## src/rtl/presignal_cfg.svh

```systemverilog
// Constants for the presignal detector and bit-pair aligner
`ifndef PRESIGNAL_CFG_SVH
`define PRESIGNAL_CFG_SVH

// System clock period
`define CLK_PERIOD_NS    40
// Hold-off time and its cycle count, rounded up
`define HOLDOFF_TIME_MS  9.33
`define HOLDOFF_CYCLES   (int'($ceil(`HOLDOFF_TIME_MS * 1.0e6 / `CLK_PERIOD_NS)))
`define HOLD_CNT_W       18

// Tone detector window and its two alternating patterns
`define TONE_LEN         16
`define TONE_PAT_A       16'haaaa
`define TONE_PAT_B       16'h5555

// Tail window: last index of a 15-bit window, matches needed
`define WIN_LAST         4'he
`define MATCH_MIN        4'h8

// Pair buffer
`define PAIR_W           2
`define FIFO_DEPTH       32

// Pin synchroniser lanes
`define SYNC_W           4
`define PIN_DD           0
`define PIN_DL           1
`define PIN_CLK12        2
`define PIN_DATA         3

`endif

```

## src/rtl/presignal_pkg.sv

```systemverilog
// Types shared by the presignal aligner
package presignal_pkg;

  typedef enum logic [1:0] {
    HOLD_IDLE  = 2'b00,
    HOLD_WAIT  = 2'b01,
    HOLD_COUNT = 2'b10,
    HOLD_TERM  = 2'b11
  } hold_state_type;

  typedef enum logic [2:0] {
    DET_OFF  = 3'b000,
    DET_SEEK = 3'b001,
    DET_ARM  = 3'b010,
    DET_TAIL = 3'b011,
    DET_DONE = 3'b100
  } det_state_type;

endpackage

```

## src/rtl/pair_stream_if.sv

```systemverilog
// Valid/ready carrier for bit pairs between the aligner and its buffer
`include "presignal_cfg.svh"
interface pair_stream_if;
  logic               valid;
  logic               ready;
  logic [`PAIR_W-1:0] data;
  modport source (output valid, output data, input ready);
  modport sink   (input valid, input data, output ready);
endinterface

```

## src/rtl/pin_sync.sv

```systemverilog
// Three-stage pin synchroniser with a two-stage agreement filter
module pin_sync #(
  parameter int W = 4
) (
  input  wire logic         clk_sys_i,
  input  wire logic         rst_i,
  input  wire logic         ce_i,
  input  wire logic [W-1:0] sig_i,
  output logic      [W-1:0] sig_o
);

  logic [W-1:0] s1_reg;
  logic [W-1:0] s2_reg;
  logic [W-1:0] s3_reg;
  logic [W-1:0] filt_reg;
  logic [W-1:0] filt_next;

  // Output follows only when the second and third stages agree
  for (genvar g = 0; g < W; g++) begin : g_lane
    always_comb begin
      filt_next[g] = (s2_reg[g] == s3_reg[g]) ? s3_reg[g] : filt_reg[g];
    end
  end

  // Shift chain and filter register
  always_ff @(posedge clk_sys_i) begin
    if (rst_i) begin
      s1_reg   <= '0;
      s2_reg   <= '0;
      s3_reg   <= '0;
      filt_reg <= '0;
    end else if (ce_i) begin
      s1_reg   <= sig_i;
      s2_reg   <= s1_reg;
      s3_reg   <= s2_reg;
      filt_reg <= filt_next;
    end
  end

  assign sig_o = filt_reg;

endmodule

```

## src/rtl/pair_fifo.sv

```systemverilog
// Bit-pair FIFO with registered read data
`include "presignal_cfg.svh"
module pair_fifo #(
  parameter int W     = `PAIR_W,
  parameter int DEPTH = `FIFO_DEPTH
) (
  input  wire logic   clk_sys_i,
  input  wire logic   rst_i,
  input  wire logic   ce_i,
  pair_stream_if.sink   wr,
  pair_stream_if.source rd
);

  localparam int          AW   = $clog2(DEPTH);
  localparam logic [AW:0] FULL = (AW + 1)'(DEPTH);

  logic [W-1:0]  mem [DEPTH];
  logic [AW-1:0] wptr_reg, wptr_next, rptr_reg, rptr_next;
  logic [AW:0]   count_reg, count_next;
  logic [W-1:0]  out_reg, out_next;
  logic          out_valid_reg, out_valid_next;
  logic          push, load;

  // Push when not full, refill the output register when it frees up
  always_comb begin
    push           = wr.valid && (count_reg != FULL);
    load           = (count_reg != '0) && (!out_valid_reg || rd.ready);
    wptr_next      = push ? wptr_reg + 1'b1 : wptr_reg;
    rptr_next      = load ? rptr_reg + 1'b1 : rptr_reg;
    count_next     = count_reg + (AW + 1)'(push) - (AW + 1)'(load);
    out_next       = load ? mem[rptr_reg] : out_reg;
    out_valid_next = load || (out_valid_reg && !rd.ready);
  end

  // State registers and storage
  always_ff @(posedge clk_sys_i) begin
    if (rst_i) begin
      wptr_reg      <= '0;
      rptr_reg      <= '0;
      count_reg     <= '0;
      out_reg       <= '0;
      out_valid_reg <= 1'b0;
    end else if (ce_i) begin
      wptr_reg      <= wptr_next;
      rptr_reg      <= rptr_next;
      count_reg     <= count_next;
      out_reg       <= out_next;
      out_valid_reg <= out_valid_next;
      if (push) begin
        mem[wptr_reg] <= wr.data;
      end
    end
  end

  assign wr.ready = (count_reg != FULL);
  assign rd.valid = out_valid_reg;
  assign rd.data  = out_reg;

endmodule

```

## src/rtl/presignal_dibit_aligner.sv

```systemverilog
// Presignal detector and bit-pair aligner for the delay module
// How it works
// - Data detect low holds hold-off counter cleared
// - Detect high plus pulse starts hold-off count
// - Count reaches maximum, terminal set, counting stops
// - Terminal enables tone detector while detect high
// - Divide recovered 12 kHz clock by two
// - Tone detect samples divider into phase flag
// - Symbol clock is divider XOR phase flag
// - Group incoming bits into ordered pairs
// - Present pair bits on two symbol outputs
// - Arm tail search on next 12 kHz fall
// - Local tone reference XOR data flags mismatches
// - Mismatches count; window clears count every 15
// - Eight of fifteen inverted bits latch detect
// - Detect latch drives tail-detected output high
// - Tail output low until presignal complete
// - Data detect enables all presignal logic except the divider and symbol clock
`include "presignal_cfg.svh"
module presignal_dibit_aligner #(
  parameter int unsigned HOLDOFF_CYCLES = `HOLDOFF_CYCLES
) (
  input  wire logic clk_sys_i,
  input  wire logic rst_i,
  input  wire logic ce_i,
  input  wire logic ext_data_detect_i,
  input  wire logic delay_latched_pulse_n_i,
  input  wire logic clk_12k_i,
  input  wire logic rx_data_i,
  input  wire logic encoder_ready_i,
  output logic      data_detect_to_cpu_o,
  output logic      symbol_clk_o,
  output logic      symbol_bit_first_o,
  output logic      symbol_bit_second_o,
  output logic      tail_detected_o,
  output logic      scope_trigger_out_o,
  output logic      overrun_o
);

  localparam logic [`HOLD_CNT_W-1:0] HOLD_LAST =
    `HOLD_CNT_W'(HOLDOFF_CYCLES - 1);

  logic [`SYNC_W-1:0]          pins_raw;
  logic [`SYNC_W-1:0]          pins_s;
  logic                        dd_s;
  logic                        dl_n_s;
  logic                        clk12_s;
  logic                        data_s;
  logic                        clk12_prev_reg;
  logic                        dl_prev_reg;
  logic                        clk12_rise;
  logic                        clk12_fall;
  logic                        dl_fall;
  presignal_pkg::hold_state_type hold_state_reg;
  presignal_pkg::hold_state_type hold_state_next;
  logic [`HOLD_CNT_W-1:0]      hold_cnt_reg;
  logic [`HOLD_CNT_W-1:0]      hold_cnt_next;
  logic                        terminal;
  presignal_pkg::det_state_type det_state_reg;
  presignal_pkg::det_state_type det_state_next;
  logic [`TONE_LEN-1:0]        tone_sr_reg;
  logic [`TONE_LEN-1:0]        tone_sr_next;
  logic [`TONE_LEN-1:0]        tone_sr_shift;
  logic                        phase_reg;
  logic                        phase_next;
  logic                        ref_reg;
  logic                        ref_next;
  logic [3:0]                  win_reg;
  logic [3:0]                  win_next;
  logic [3:0]                  match_reg;
  logic [3:0]                  match_next;
  logic [3:0]                  match_sum;
  logic                        mism;
  logic                        tone_hit;
  logic                        aligned;
  logic                        slot;
  logic                        div_reg;
  logic                        div_next;
  logic                        first_reg;
  logic                        first_next;
  logic                        pend_reg;
  logic                        pend_next;
  logic [`PAIR_W-1:0]          pair_reg;
  logic [`PAIR_W-1:0]          pair_next;
  logic                        overrun_reg;
  logic                        overrun_next;
  logic                        sym_rise;
  logic                        pop;
  logic                        sym_clk_next;
  logic                        bit_first_next;
  logic                        bit_second_next;
  logic                        tail_next;

  pair_stream_if fill_if ();
  pair_stream_if drain_if ();

  // Pin lanes into the synchroniser
  assign pins_raw = {rx_data_i, clk_12k_i, delay_latched_pulse_n_i,
                     ext_data_detect_i};
  assign dd_s     = pins_s[`PIN_DD];
  assign dl_n_s   = pins_s[`PIN_DL];
  assign clk12_s  = pins_s[`PIN_CLK12];
  assign data_s   = pins_s[`PIN_DATA];

  pin_sync #(
    .W (`SYNC_W)
  ) u_sync (
    .clk_sys_i (clk_sys_i),
    .rst_i     (rst_i),
    .ce_i      (ce_i),
    .sig_i     (pins_raw),
    .sig_o     (pins_s)
  );

  // Edges of the recovered clock and of the delay-latched pulse
  assign clk12_rise = clk12_s && !clk12_prev_reg;
  assign clk12_fall = !clk12_s && clk12_prev_reg;
  assign dl_fall    = !dl_n_s && dl_prev_reg;
  assign terminal   = (hold_state_reg == presignal_pkg::HOLD_TERM);

  // Hold-off timer
  always_comb begin
    hold_state_next = hold_state_reg;
    hold_cnt_next   = hold_cnt_reg;
    case (hold_state_reg)
      presignal_pkg::HOLD_IDLE: begin
        hold_cnt_next = '0;
        if (dd_s) begin
          hold_state_next = presignal_pkg::HOLD_WAIT;
        end
      end
      presignal_pkg::HOLD_WAIT: begin
        if (dl_fall) begin
          hold_state_next = presignal_pkg::HOLD_COUNT;
        end
      end
      presignal_pkg::HOLD_COUNT: begin
        if (hold_cnt_reg == HOLD_LAST) begin
          hold_state_next = presignal_pkg::HOLD_TERM;
        end else begin
          hold_cnt_next = hold_cnt_reg + 1'b1;
        end
      end
      presignal_pkg::HOLD_TERM: begin
        hold_state_next = presignal_pkg::HOLD_TERM;
      end
      default: begin
        hold_state_next = presignal_pkg::HOLD_IDLE;
      end
    endcase
    // Detect low keeps the timer cleared
    if (!dd_s) begin
      hold_state_next = presignal_pkg::HOLD_IDLE;
      hold_cnt_next   = '0;
    end
  end

  always_ff @(posedge clk_sys_i) begin
    if (rst_i) begin
      hold_state_reg <= presignal_pkg::HOLD_IDLE;
      hold_cnt_reg   <= '0;
      clk12_prev_reg <= 1'b0;
      dl_prev_reg    <= 1'b0; // Same level as the synchroniser after reset
    end else if (ce_i) begin
      hold_state_reg <= hold_state_next;
      hold_cnt_reg   <= hold_cnt_next;
      clk12_prev_reg <= clk12_s;
      dl_prev_reg    <= dl_n_s;
    end
  end

  // Tone search, phase choice and tail detection
  always_comb begin
    det_state_next = det_state_reg;
    tone_sr_next   = tone_sr_reg;
    phase_next     = phase_reg;
    ref_next       = ref_reg;
    win_next       = win_reg;
    match_next     = match_reg;
    tone_hit       = 1'b0;
    tone_sr_shift  = {tone_sr_reg[`TONE_LEN-2:0], data_s};
    mism           = data_s ^ ref_reg;
    match_sum      = match_reg + {3'h0, mism};
    case (det_state_reg)
      presignal_pkg::DET_OFF: begin
        if (terminal) begin
          det_state_next = presignal_pkg::DET_SEEK;
        end
      end
      presignal_pkg::DET_SEEK: begin
        if (clk12_rise && terminal) begin
          tone_sr_next = tone_sr_shift;
          if (tone_sr_shift == `TONE_PAT_A ||
              tone_sr_shift == `TONE_PAT_B) begin
            tone_hit       = 1'b1;
            phase_next     = div_reg;
            ref_next       = !data_s;
            det_state_next = presignal_pkg::DET_ARM;
          end
        end
      end
      presignal_pkg::DET_ARM: begin
        if (clk12_fall) begin
          det_state_next = presignal_pkg::DET_TAIL;
          win_next       = '0;
          match_next     = '0;
        end
      end
      presignal_pkg::DET_TAIL: begin
        if (clk12_rise) begin
          ref_next = !ref_reg;
          if (match_sum >= `MATCH_MIN) begin
            det_state_next = presignal_pkg::DET_DONE;
          end else if (win_reg == `WIN_LAST) begin
            win_next   = '0;
            match_next = '0;
          end else begin
            win_next   = win_reg + 4'h1;
            match_next = match_sum;
          end
        end
      end
      presignal_pkg::DET_DONE: begin
        det_state_next = presignal_pkg::DET_DONE;
      end
      default: begin
        det_state_next = presignal_pkg::DET_OFF;
      end
    endcase
    // Without the terminal signal all detection state is cleared
    if (!terminal) begin
      det_state_next = presignal_pkg::DET_OFF;
      tone_sr_next   = '0;
      phase_next     = 1'b0;
      ref_next       = 1'b0;
      win_next       = '0;
      match_next     = '0;
    end
  end

  always_ff @(posedge clk_sys_i) begin
    if (rst_i) begin
      det_state_reg <= presignal_pkg::DET_OFF;
      tone_sr_reg   <= '0;
      phase_reg     <= 1'b0;
      ref_reg       <= 1'b0;
      win_reg       <= '0;
      match_reg     <= '0;
    end else if (ce_i) begin
      det_state_reg <= det_state_next;
      tone_sr_reg   <= tone_sr_next;
      phase_reg     <= phase_next;
      ref_reg       <= ref_next;
      win_reg       <= win_next;
      match_reg     <= match_next;
    end
  end

  // Divider and pairing; slot 1 carries the first bit of a pair
  assign aligned = (det_state_reg != presignal_pkg::DET_OFF) &&
                   (det_state_reg != presignal_pkg::DET_SEEK);
  assign slot    = div_reg ^ phase_reg;

  always_comb begin
    div_next     = clk12_rise ? !div_reg : div_reg;
    first_next   = first_reg;
    pair_next    = pair_reg;
    pend_next    = pend_reg && !fill_if.ready;
    overrun_next = overrun_reg;
    if (aligned && clk12_rise) begin
      if (slot) begin
        first_next = data_s;
      end else if (pend_next) begin
        overrun_next = 1'b1;
      end else begin
        pair_next = {first_reg, data_s};
        pend_next = 1'b1;
      end
    end
    if (!dd_s) begin
      pend_next    = 1'b0;
      overrun_next = 1'b0;
    end
  end

  always_ff @(posedge clk_sys_i) begin
    if (rst_i) begin
      div_reg     <= 1'b0;
      first_reg   <= 1'b0;
      pair_reg    <= '0;
      pend_reg    <= 1'b0;
      overrun_reg <= 1'b0;
    end else if (ce_i) begin
      div_reg     <= div_next;
      first_reg   <= first_next;
      pair_reg    <= pair_next;
      pend_reg    <= pend_next;
      overrun_reg <= overrun_next;
    end
  end

  assign fill_if.valid = pend_reg;
  assign fill_if.data  = pair_reg;

  pair_fifo #(
    .W     (`PAIR_W),
    .DEPTH (`FIFO_DEPTH)
  ) u_fifo (
    .clk_sys_i (clk_sys_i),
    .rst_i     (rst_i),
    .ce_i      (ce_i),
    .wr        (fill_if),
    .rd        (drain_if)
  );

  // Output stage: one pair leaves on a symbol clock rise when a pair is waiting and the encoder is ready
  assign sym_rise       = slot && !symbol_clk_o;
  assign drain_if.ready = aligned && sym_rise && encoder_ready_i;
  assign pop            = drain_if.valid && drain_if.ready;

  always_comb begin
    sym_clk_next    = slot;
    bit_first_next  = pop ? drain_if.data[1] : symbol_bit_first_o;
    bit_second_next = pop ? drain_if.data[0] : symbol_bit_second_o;
    tail_next       = (det_state_next == presignal_pkg::DET_DONE);
  end

  always_ff @(posedge clk_sys_i) begin
    if (rst_i) begin
      data_detect_to_cpu_o <= 1'b0;
      symbol_clk_o         <= 1'b0;
      symbol_bit_first_o   <= 1'b0;
      symbol_bit_second_o  <= 1'b0;
      tail_detected_o      <= 1'b0;
      scope_trigger_out_o  <= 1'b0;
      overrun_o            <= 1'b0;
    end else if (ce_i) begin
      data_detect_to_cpu_o <= dd_s;
      symbol_clk_o         <= sym_clk_next;
      symbol_bit_first_o   <= bit_first_next;
      symbol_bit_second_o  <= bit_second_next;
      tail_detected_o      <= tail_next;
      scope_trigger_out_o  <= tone_hit;
      overrun_o            <= overrun_next;
    end
  end
endmodule

```

## config.mk

```make
export PLATFORM = sky130hd
export DESIGN_NAME = presignal_dibit_aligner
export DESIGN_NICKNAME = d
export VERILOG_FILES = /design/src/rtl/presignal_pkg.sv /design/src/rtl/pair_stream_if.sv /design/src/rtl/pin_sync.sv /design/src/rtl/pair_fifo.sv /design/src/rtl/presignal_dibit_aligner.sv
export VERILOG_INCLUDE_DIRS = /design/src /design/src/rtl
export SDC_FILE = /design/constraint.sdc
export NUM_CORES = 1
export LEC_CHECK = 0
export BUFFER_PORTS_ARGS = -buffer_cell sky130_fd_sc_hd__buf_2
export CAP_MARGIN = 25
export CORE_UTILIZATION = 25
export DETAILED_ROUTE_END_ITERATION = 10
export GPL_TIMING_DRIVEN = 1
export PLACE_DENSITY = 0.37
export SETUP_SLACK_MARGIN = 0.5
export SYNTH_ARGS = -nofsm -noshare
export SYNTH_HDL_FRONTEND = slang
export SYNTH_SLANG_ARGS = --single-unit
```

## constraint.sdc

```tcl
create_clock -name clk_sys_i -period 8.1 [get_ports clk_sys_i]
set_input_delay 0.405 -clock clk_sys_i [delete_from_list [all_inputs] [get_ports clk_sys_i]]
set_output_delay 0.405 -clock clk_sys_i [all_outputs]
set_load 0.005 [all_outputs]
```

==> run metrics, run 1 <==
number of placement rows 62; minimum clock period after layout 2.87 ns; clock tree from TritonCTS built; number of global-route vias before repair 5145; main flop type after synthesis sky130_fd_sc_hd__dfxtp_1; largest voltage drop on the vdd net 0.152 mV; kind of launch point of the worst setup path register; final design area excluding fillers 8430 sq um; number of vias in the routed layout 5157; worst-skew pair later-pin latency 0.43 ns; average wire length per cell after detail routing ~15 um; routed via count divided by cell count 4.65; number of endpoints failing setup at the final stage 0; classification of the worst-slack hold path in2reg; Max Cap Viol 0; largest fanout on the critical path 6; global-route usage over all layers 0.113; Num Clock Sinks about 160; CP Capture Type register; Remaining Overflow, GRT 0; EDFF count, synth 64; final worst-path cycle share 0.354; number of flip-flops in the largest register 64; setup TNS 0 ns; DRT iter0 DRCs approximately 260; wire length of the first global-routing pass about 27000 um; cell types occupying the most area after synthesis sky130_fd_sc_hd__dfxtp_1 (26%), sky130_fd_sc_hd__edfxtp_1 (26%), sky130_fd_sc_hd__nor2_1 (5.9%); initial core utilization 0.256; layout cells sized above 1 0.0938; final net count 741; Clock Tree Buf Depth 2; Antenna Nets Post-Route 0; core area a little under 30000 sq um; proportion of register bits with asynchronous set or reset after synthesis 0; most area-hungry cell type in the Yosys netlist sky130_fd_sc_hd__dfxtp_1; Max-Slew Margin vs Limit 0.359; Yosys Warn Count 0; Total Die Area 30300 sq um; H-tree Lvls 4; synthesized area per cell 10.5 sq um; setup repair after global routing missed its margin no; CTS buffer count 17; placement-stage cell area 7840 sq um; Final Non-Filler Cells 1109; Die Width 174 um; cells after synthesis 709; Max Fclk ~350 MHz; residual DRC count 0; Setup Fix Bufs, Post-CTS 0; initial antenna violation count 0; share of synthesized area occupied by flip-flops and latches 0.521; count of state elements after synthesis 161; pin count of the biggest net entering global routing 66; overall die height about 170 um; result of the run finished clean; root cell of the clock tree sky130_fd_sc_hd__clkbuf_16; slew at the pin closest to its max-slew limit approximately 0.96 ns; placed cell count 1077; nets in the synthesized netlist roughly 740; arrival time of data at the critical path endpoint 3.16 ns; clock edge transition at the registers on the reported setup and hold paths around 0.070 ns; PwrDens 235 nW/um^2; Resize count post-CTS 0; final estimated routing congestion in global placement 0.733; top-area cell type share of the netlist area 0.262; LEAKAGE approximately 2.9 nW; Layout fillers slightly below 3000; ports placed on the boundary 15; classification of the worst setup path reg2reg; Post-Syn Area 7410 sq um; cell with the most instances after synthesis sky130_fd_sc_hd__nor2_1; ANT cells 0; Cell variety after synth 65; final clock skew roughly 0.016 ns; Fin. Hold Viols 0; ranking of synthesized cells by instance count sky130_fd_sc_hd__nor2_1 (116), sky130_fd_sc_hd__dfxtp_1 (97), sky130_fd_sc_hd__edfxtp_1 (64), sky130_fd_sc_hd__nand2_1 (43), sky130_fd_sc_hd__mux2i_1 (40); HPWL after DPL 10900 um; first drt pass iteration count 4; Area growth syn-to-layout 13.7%; Worst Hold Margin 0.214 ns; number of hold-repair buffers added at the cts stage 0; number of slew-limit violations in the final report 0; critical path data required time approximately 8.4 ns; wire length after detailed routing between 15000 and 20000 um; count of input and output buffers 14
[placed cells by master (no fill, tap or decap), types with 12 or more instances in the layout]
cell type,synthesis,layout
sky130_fd_sc_hd__nand3_1,16,16
sky130_fd_sc_hd__a22oi_1,16,16
sky130_fd_sc_hd__nor2_1,116,116
sky130_fd_sc_hd__nand4_1,13,13
sky130_fd_sc_hd__xor2_1,14,14
sky130_fd_sc_hd__a21oi_1,31,31
sky130_fd_sc_hd__inv_1,21,21
sky130_fd_sc_hd__edfxtp_1,64,64
sky130_fd_sc_hd__dfxtp_1,97,97
sky130_fd_sc_hd__mux2i_1,40,40
sky130_fd_sc_hd__o21ai_0,20,20
sky130_fd_sc_hd__clkbuf_16,0,17
sky130_fd_sc_hd__buf_2,10,14
sky130_fd_sc_hd__ha_1,20,20
sky130_fd_sc_hd__nand2_1,43,43
sky130_fd_sc_hd__or3_1,12,12
[through the flow]
step	total power [mW]	util	worst slack, ns
finish	1.98	0.291	5.23
global route	2.09	0.291	4.99
CTS	2.02	0.291	5.21
detailed placement	1.21	0.271	5.19
global placement	1.21	0.270	5.20
floorplan	1.16	-	5.46
[power breakdown]
group	leakage (nW)	switching (mW)	total, mW	internal, mW
Sequential	1.37	0.0238	0.885	0.861
Combinational	1.20	0.167	0.302	0.135
Clock	0.287	0.380	0.795	0.415
Total	2.86	0.571	1.98	1.41
[layer usage]
layer | vias up | share of wire | wire (um) | track usage
met3 | 8 | 0.022 | 351 | 0.0254
li1 | 2592 | - | - | -
met4 | 0 | 0.011 | 180 | 0.0373
met1 | 2499 | 0.49 | 7880 | 0.147
met5 | - | 0 | 0 | 0
met2 | 58 | 0.48 | 7730 | 0.186
[layout make-up]
type / instances / area (sq um) / share of cell area
Multi-Input combinational cell: 492 / 3290 / 0.391
Tap cell: 384 / 480 / 0.0570
Clock inverter: 15 / 160 / 0.0190
Sequential cell: 161 / 3860 / 0.459
Timing Repair Buffer: 19 / 123 / 0.0146
Inverter: 21 / 78.8 / 0.00936
Clock buffer: 17 / 425 / 0.0505
[critical path, cell delays in order (launching register included)]
cell and delay, ns:
sky130_fd_sc_hd__dfxtp_1 0.34, sky130_fd_sc_hd__xnor2_1 0.39, sky130_fd_sc_hd__o31ai_2 0.18, sky130_fd_sc_hd__nor2b_1 0.16, sky130_fd_sc_hd__ha_1 0.28, sky130_fd_sc_hd__inv_1 0.04
sky130_fd_sc_hd__ha_1 0.22, sky130_fd_sc_hd__fa_1 0.40, sky130_fd_sc_hd__a21oi_1 0.14, sky130_fd_sc_hd__nor2_1 0.06, sky130_fd_sc_hd__or3_1 0.30, sky130_fd_sc_hd__a31oi_1 0.17
sky130_fd_sc_hd__nor2_1 0.05
[worst paths after layout]
kind	start	end	slack (ns)	cells past startpoint
min	ext_data_detect_i	u_sync.s1_reg[0]	0.21	3
max reg2reg	div_reg	u_fifo.count_reg[4]	5.23	12
min reg2reg	u_sync.s3_reg[3]	u_sync.sig_o[3]	0.47	2
max	div_reg	u_fifo.count_reg[4]	5.23	12
[cells by family (layout without fill, tap and decap cells)]
kind of cell | after synthesis | in the layout | synth area share
xor gates and xnor gates | 25 | 25 | 0.0295
DFF | 161 | 161 | 0.521
adders and majority gates | 21 | 21 | 0.0365
and+or+nand+nor | 277 | 277 | 0.189
muxes | 48 | 48 | 0.0783
buffers and inverters | 56 | 72 | 0.0343
AOI/OAI and AO/OA | 121 | 121 | 0.111
(Power assumes the default switching activity.)
==> run 2: changes to the inputs <==
==> constraint.sdc (replaced) <==
create_clock -name clk_sys_i -period 2.9 [get_ports clk_sys_i]
set_input_delay 0.145 -clock clk_sys_i [delete_from_list [all_inputs] [get_ports clk_sys_i]]
set_output_delay 0.145 -clock clk_sys_i [all_outputs]
set_load 0.005 [all_outputs]
==> run metrics, run 2 (same netlist as run 1, synthesis figures left out) <==
initial core utilization 0.256; Max Fclk 383 MHz; Die Width 174 um; H-tree Lvls 4; Max Cap Viol 0; arrival time of data at the critical path endpoint 2.92 ns; clock tree from TritonCTS built; ANT cells 0; pin count of the biggest net entering global routing 33; Total Die Area 30300 sq um; largest fanout on the critical path 4; capturing point of the worst reg2reg path u_fifo.count_reg[4]; family of cells with the greatest summed delay on the critical path adder cells; CP Capture Type register; Max-Slew Margin vs Limit 0.527; placed cell count 1084; register area 3870 sq um; minimum clock period after layout 2.61 ns; CTS buffer count 17; final clock skew 0.0106 ns; most frequent standard cell in the layout excluding fill and tap cells sky130_fd_sc_hd__nor2_1; slew at the pin closest to its max-slew limit 0.709 ns; critical path data required time 3.21 ns; Antenna Nets Post-Route 0; Max stage delay cell, worst path sky130_fd_sc_hd__nor4bb_4; placement-stage cell area a little under 8000 sq um; number of placement rows 62; final estimated routing congestion in global placement 0.766; final worst-path cycle share 0.900; average wire length per cell after detail routing 15.6 um; final design area excluding fillers 8640 sq um; overall die height 174 um; register-to-register setup slack approximately 0.29 ns; reg2reg start u_fifo.count_reg[4]; residual DRC count 0; number of endpoints failing setup at the final stage 0; kind of launch point of the worst setup path register; startpoint of the most critical hold path ce_i; multi-input gate area in the final layout 3390 sq um; worst min-delay path endpoint symbol_clk_o; number of global-route vias before repair 5351; Crit path buffers/inverters 2; final net count 759; largest voltage drop on the vdd net 0.281 mV; worst-skew pair later-pin latency around 0.43 ns; Area growth syn-to-layout 16.6%; Worst Hold Path Cells 2; root cell of the clock tree sky130_fd_sc_hd__clkbuf_16; routed via count divided by cell count 4.73; Clock Tree Buf Depth 2; Final Non-Filler Cells 1127; wire length after detailed routing about 18000 um; layout cells sized above 1 0.143; final core area utilization 0.299; setup repair after global routing missed its margin yes; classification of the worst-slack hold path in2reg; setup TNS 0 ns; Remaining Overflow, GRT 0; worst setup timing slack at the placement stage 0.279 ns; Fin. Hold Viols 0; critical-path cell list inv_2 > ha_2 > nor4bb_4 > nor2b_4 > ha_4 > inv_2 > ha_4 > fa_2 > a21oi_2 > nor2_1 > or3_1 > a31oi_1 > nor2_1; ports placed on the boundary 15; global-route usage over all layers 0.120; total chip power 5.74 mW; Num Clock Sinks between 150 and 200; number of slew-limit violations in the final report 0; core area slightly below 30000 sq um; LEAKAGE 2.93 nW; count of input and output buffers 14; DRT iter0 DRCs roughly 260; number of vias in the routed layout roughly 5300; wire length of the first global-routing pass approximately 29000 um; first drt pass iteration count 4; number of flip-flops in the largest register 64; initial antenna violation count 0; PwrDens around 660 nW/um^2; highest-count cells in the layout ignoring fill and taps sky130_fd_sc_hd__nor2_1 (115), sky130_fd_sc_hd__dfxtp_1 (91), sky130_fd_sc_hd__edfxtp_1 (64), sky130_fd_sc_hd__nand2_1 (43), sky130_fd_sc_hd__mux2i_1 (40); reg2reg path depth 13; Worst Hold Margin around 0.15 ns; clock edge transition at the registers on the reported setup and hold paths 0.06 ns; result of the run finished clean; Layout fillers 2979; CP max stage delay 0.35 ns; HPWL after DPL 11500 um; classification of the worst setup path reg2reg; setup slack of the critical path after layout 0.289 ns
## run 2: worst max-delay path by stage
stage	start	cells after the start	to	slack [ns]
floorplan	u_fifo.count_reg[4]	13	u_fifo.count_reg[4]	0.43
global placement	u_fifo.count_reg[4]	13	u_fifo.count_reg[4]	0.29
detailed placement	u_fifo.count_reg[4]	13	u_fifo.count_reg[4]	0.28
CTS	u_fifo.count_reg[3]	13	u_fifo.count_reg[4]	0.29
global route	u_fifo.count_reg[4]	13	u_fifo.count_reg[4]	0.15
finish	u_fifo.count_reg[4]	13	u_fifo.count_reg[4]	0.29
## run 2: final cells by class
type | instances | share of cell area
clock inverter | 14 | 0.0152
tap | 384 | 0.0556
clock buffer | 18 | 0.0497
sequential | 161 | 0.448
timing repair buffer | 37 | 0.0297
multi-input combinational | 492 | 0.393
inverter | 21 | 0.00912
## run 2: report_power, final
| part | total (mW) | switching (mW) | leakage (nW) | internal, mW |
|---|---|---|---|---|
| Sequential | 2.48 | 0.0726 | 1.38 | 2.40 |
| Clock | 2.19 | 0.993 | 0.255 | 1.19 |
| Combinational | 1.08 | 0.543 | 1.30 | 0.533 |
## run 2: worst register-to-register path, stage by stage, from the launching register on
cell,delay [ns]
sky130_fd_sc_hd__dfxtp_2,0.31
sky130_fd_sc_hd__inv_2,0.07
sky130_fd_sc_hd__ha_2,0.16
sky130_fd_sc_hd__nor4bb_4,0.35
sky130_fd_sc_hd__nor2b_4,0.08
sky130_fd_sc_hd__ha_4,0.27
sky130_fd_sc_hd__inv_2,0.04
sky130_fd_sc_hd__ha_4,0.15
sky130_fd_sc_hd__fa_2,0.36
sky130_fd_sc_hd__a21oi_2,0.14
sky130_fd_sc_hd__nor2_1,0.05
sky130_fd_sc_hd__or3_1,0.31
sky130_fd_sc_hd__a31oi_1,0.15
sky130_fd_sc_hd__nor2_1,0.06
## run 2: repair_timing
item,in CTS,in global routing
hold endpoints to repair,4,0
hold buffers,4,0
pin swaps,5,9
endpoints found under the setup margin,2,5
resized for setup,9,14
buffers inserted,3,4
## run 2: metal layers
metal / global-route usage / vias up / wire length (um)
met4: 0.0325 / 0 / 169
met2: 0.204 / 53 / 8660
met3: 0.0258 / 11 / 435
met1: 0.153 / 2644 / 8280
met5: 0 / - / 0
li1: - / 2627 / -
==> run 3: changes to the inputs <==
--- a/config.mk
+++ b/config.mk
@@ -6,6 +6,7 @@
 export SDC_FILE = /design/constraint.sdc
 export NUM_CORES = 1
 export LEC_CHECK = 0
+export ABC_AREA = 1
 export BUFFER_PORTS_ARGS = -buffer_cell sky130_fd_sc_hd__buf_2
 export CAP_MARGIN = 25
 export CORE_UTILIZATION = 25
==> constraint.sdc (replaced) <==
create_clock -name clk_sys_i -period 2.45 [get_ports clk_sys_i]
set_input_delay 0.1225 -clock clk_sys_i [delete_from_list [all_inputs] [get_ports clk_sys_i]]
set_output_delay 0.1225 -clock clk_sys_i [all_outputs]
set_load 0.005 [all_outputs]
==> run metrics, run 3 <==
final worst-path cycle share 0.866; DRT iter0 DRCs 247; number of slew-limit violations in the final report 0; family of cells with the greatest summed delay on the critical path adder cells; minimum clock period after layout roughly 2.1 ns; count of input and output buffers 14; H-tree Lvls 4; global-route usage over all layers 0.133; Remaining Overflow, GRT 0; beginning of the critical path u_fifo.count_reg[3]; worst-skew pair later-pin latency between 0.4 and 0.5 ns; Max Cap Viol 0; first drt pass iteration count 6; proportion of register bits with asynchronous set or reset after synthesis 0; Area growth syn-to-layout 24.0%; Max stage delay cell, worst path sky130_fd_sc_hd__fa_2; EDFF count, synth 64; CP Capture Type register; Crit path buffers/inverters 4; final clock skew between 0.01 and 0.015 ns; initial core utilization 0.255; root cell of the clock tree sky130_fd_sc_hd__clkbuf_16; HPWL after DPL 12900 um; number of flip-flops in the largest register 64; Max-Slew Margin vs Limit 0.581; Fin. Hold Viols 0; CP max stage delay 0.39 ns; total chip power 6.59 mW; Clock Tree Buf Depth 2; number of endpoints failing setup at the final stage 0; initial antenna violation count 0; CTS buffer count 17; Cell variety after synth 40; critical-path cell list inv_2 > ha_4 > nand4_1 > nand2_2 > inv_2 > ha_4 > inv_2 > ha_4 > fa_2 > a31oi_4 > xnor2_1 > o21ai_1 > inv_1; number of placement rows 64; clock edge transition at the registers on the reported setup and hold paths 0.07 ns; Antenna Nets Post-Route 0; final net count ~1100; Worst Hold Path Cells 3; cell types occupying the most area after synthesis sky130_fd_sc_hd__dfxtp_1 (25%), sky130_fd_sc_hd__edfxtp_1 (25%), sky130_fd_sc_hd__nand2_1 (9.5%); average wire length per cell after detail routing 14.1 um; overall die height approximately 180 um; PwrDens between 600 and 700 nW/um^2; reg2reg start u_fifo.count_reg[3]; largest fanout on the critical path 2; Total Die Area 32000 sq um; residual DRC count 0; Post-Syn Area 7830 sq um; classification of the worst setup path reg2reg; register-to-register setup slack 0.33 ns; most area-hungry cell type in the Yosys netlist sky130_fd_sc_hd__dfxtp_1; main flop type after synthesis sky130_fd_sc_hd__dfxtp_1; Num Clock Sinks between 150 and 200; wire length of the first global-routing pass between 30000 and 40000 um; worst min-delay path endpoint u_fifo.wptr_reg[4]; arrival time of data at the critical path endpoint 2.45 ns; cells after synthesis roughly 990; ranking of synthesized cells by instance count sky130_fd_sc_hd__nand2_1 (199), sky130_fd_sc_hd__nor2_1 (174), sky130_fd_sc_hd__dfxtp_1 (97), sky130_fd_sc_hd__nand3_1 (97), sky130_fd_sc_hd__inv_1 (79); classification of the worst-slack hold path in2reg; Die Width 179 um; pin count of the biggest net entering global routing 35; wire length after detailed routing 20400 um; top-area cell type share of the netlist area 0.248; highest-count cells in the layout ignoring fill and taps sky130_fd_sc_hd__nand2_1 (192), sky130_fd_sc_hd__nor2_1 (139), sky130_fd_sc_hd__nand3_1 (92), sky130_fd_sc_hd__dfxtp_1 (90), sky130_fd_sc_hd__a21oi_1 (77); count of state elements after synthesis 161; clock tree from TritonCTS built; cell with the most instances after synthesis sky130_fd_sc_hd__nand2_1; Yosys Warn Count 0; ports placed on the boundary 15; largest voltage drop on the vdd net 0.454 mV; ANT cells 0; slew at the pin closest to its max-slew limit between 0.6 and 0.7 ns; reg2reg path depth 13; kind of launch point of the worst setup path register; layout cells sized above 1 0.181; share of synthesized area occupied by flip-flops and latches 0.494; core area 30700 sq um; LEAKAGE 3.56 nW; nets in the synthesized netlist 1021; most frequent standard cell in the layout excluding fill and tap cells sky130_fd_sc_hd__nand2_1; startpoint of the most critical hold path rst_i; number of vias in the routed layout 6468; number of global-route vias before repair 6220; setup repair after global routing missed its margin yes; result of the run finished clean; routed via count divided by cell count approximately 4.5; capturing point of the worst reg2reg path u_fifo.count_reg[4]; setup TNS 0 ns; critical path data required time 2.78 ns; Max Fclk 471 MHz; final estimated routing congestion in global placement 0.765; synthesized area per cell 7.89 sq um
-- run 3: changes by cell type after synthesis, moves of 9 or more --
cell,change
sky130_fd_sc_hd__nand3_1,+81
sky130_fd_sc_hd__nand2b_1,-9
sky130_fd_sc_hd__nor2_1,+58
sky130_fd_sc_hd__o21ai_0,+45
sky130_fd_sc_hd__inv_1,+58
sky130_fd_sc_hd__mux2i_1,-40
sky130_fd_sc_hd__a21oi_1,+47
sky130_fd_sc_hd__or3_1,-12
sky130_fd_sc_hd__nand2_1,+156
sky130_fd_sc_hd__nor2b_1,-9
sky130_fd_sc_hd__nor3_1,+9
sky130_fd_sc_hd__a22oi_1,-15
-- run 3: report_power, final --
group | internal [mW] | switching [mW] | total (mW)
Combinational | 0.360 | 0.516 | 0.875
Sequential | 2.81 | 0.0320 | 2.84
Clock | 1.64 | 1.23 | 2.87
-- run 3: timing repair --
item	in CTS	in global routing
endpoints found under the setup margin	85	93
resized for setup	39	82
hold buffers	5	0
hold endpoints to repair	5	0
setup buffers	18	6
gates cloned	0	1
pin swaps	18	14
-- run 3: area by class of cell --
cell class | instances | area [sq um]
fillers | 3267 | 21000
clock inverters | 14 | 194
flip-flops and latches | 161 | 3880
inverters | 87 | 337
multi-input cells | 708 | 3910
clock buffers | 18 | 429
well taps | 396 | 495
repair buffers | 60 | 455
-- run 3: how the worst max path moves through the flow --
stage	endpoint	depth (start not counted)	slack, ns
floorplan	u_fifo.count_reg[4]	13	0.35
global placement	u_fifo.count_reg[4]	13	0.19
detailed placement	u_fifo.count_reg[4]	13	0.19
CTS	u_fifo.count_reg[4]	13	0.30
global route	u_fifo.count_reg[4]	13	0.20
finish	u_fifo.count_reg[4]	13	0.33
-- run 3: through the flow --
stage / cell area (sq um) / hold slack, ns / utilization / setup WS [ns] / instances
2_1_floorplan: 7870 / 0.257 / - / 0.350 / 992
3_3_place_gp: 8360 / 0.346 / 0.272 / 0.185 / 1382
3_5_place_dp: 8360 / 0.356 / 0.272 / 0.189 / 1382
4_1_cts: 9330 / 0.230 / 0.304 / 0.297 / 1437
5_1_grt: 9710 / 0.254 / 0.316 / 0.199 / 1444
6_report: 9710 / 0.251 / 0.316 / 0.329 / 1444
-- run 3: worst register-to-register path: cells and delay by family, from the launching register on --
| family | cells | cell delay (ns) |
|---|---|---|
| simple gates | 2 | 0.22 |
| fa+ha+maj | 4 | 0.93 |
| xor+xnor | 1 | 0.08 |
| compound gates | 2 | 0.26 |
| flops | 1 | 0.32 |
| buf+inv | 4 | 0.19 |
-- run 3: routing by layer --
layer  wire [um]  share of wire  global-route usage  up-vias
met2        9840           0.48               0.222       59
li1            -              -                   -     3370
met4         179         0.0088              0.0403        0
met1        9970           0.49               0.175     3027
met3         414          0.020              0.0240       12
met5           0              0                   0        -
-- run 3: logic make-up after synthesis --
group,Yosys count,synth area share
xor+xnor,13,0.0146
simple gates,515,0.281
compound gates,158,0.107
fa+ha+maj,21,0.0345
flops,161,0.494
buf+inv,124,0.0686
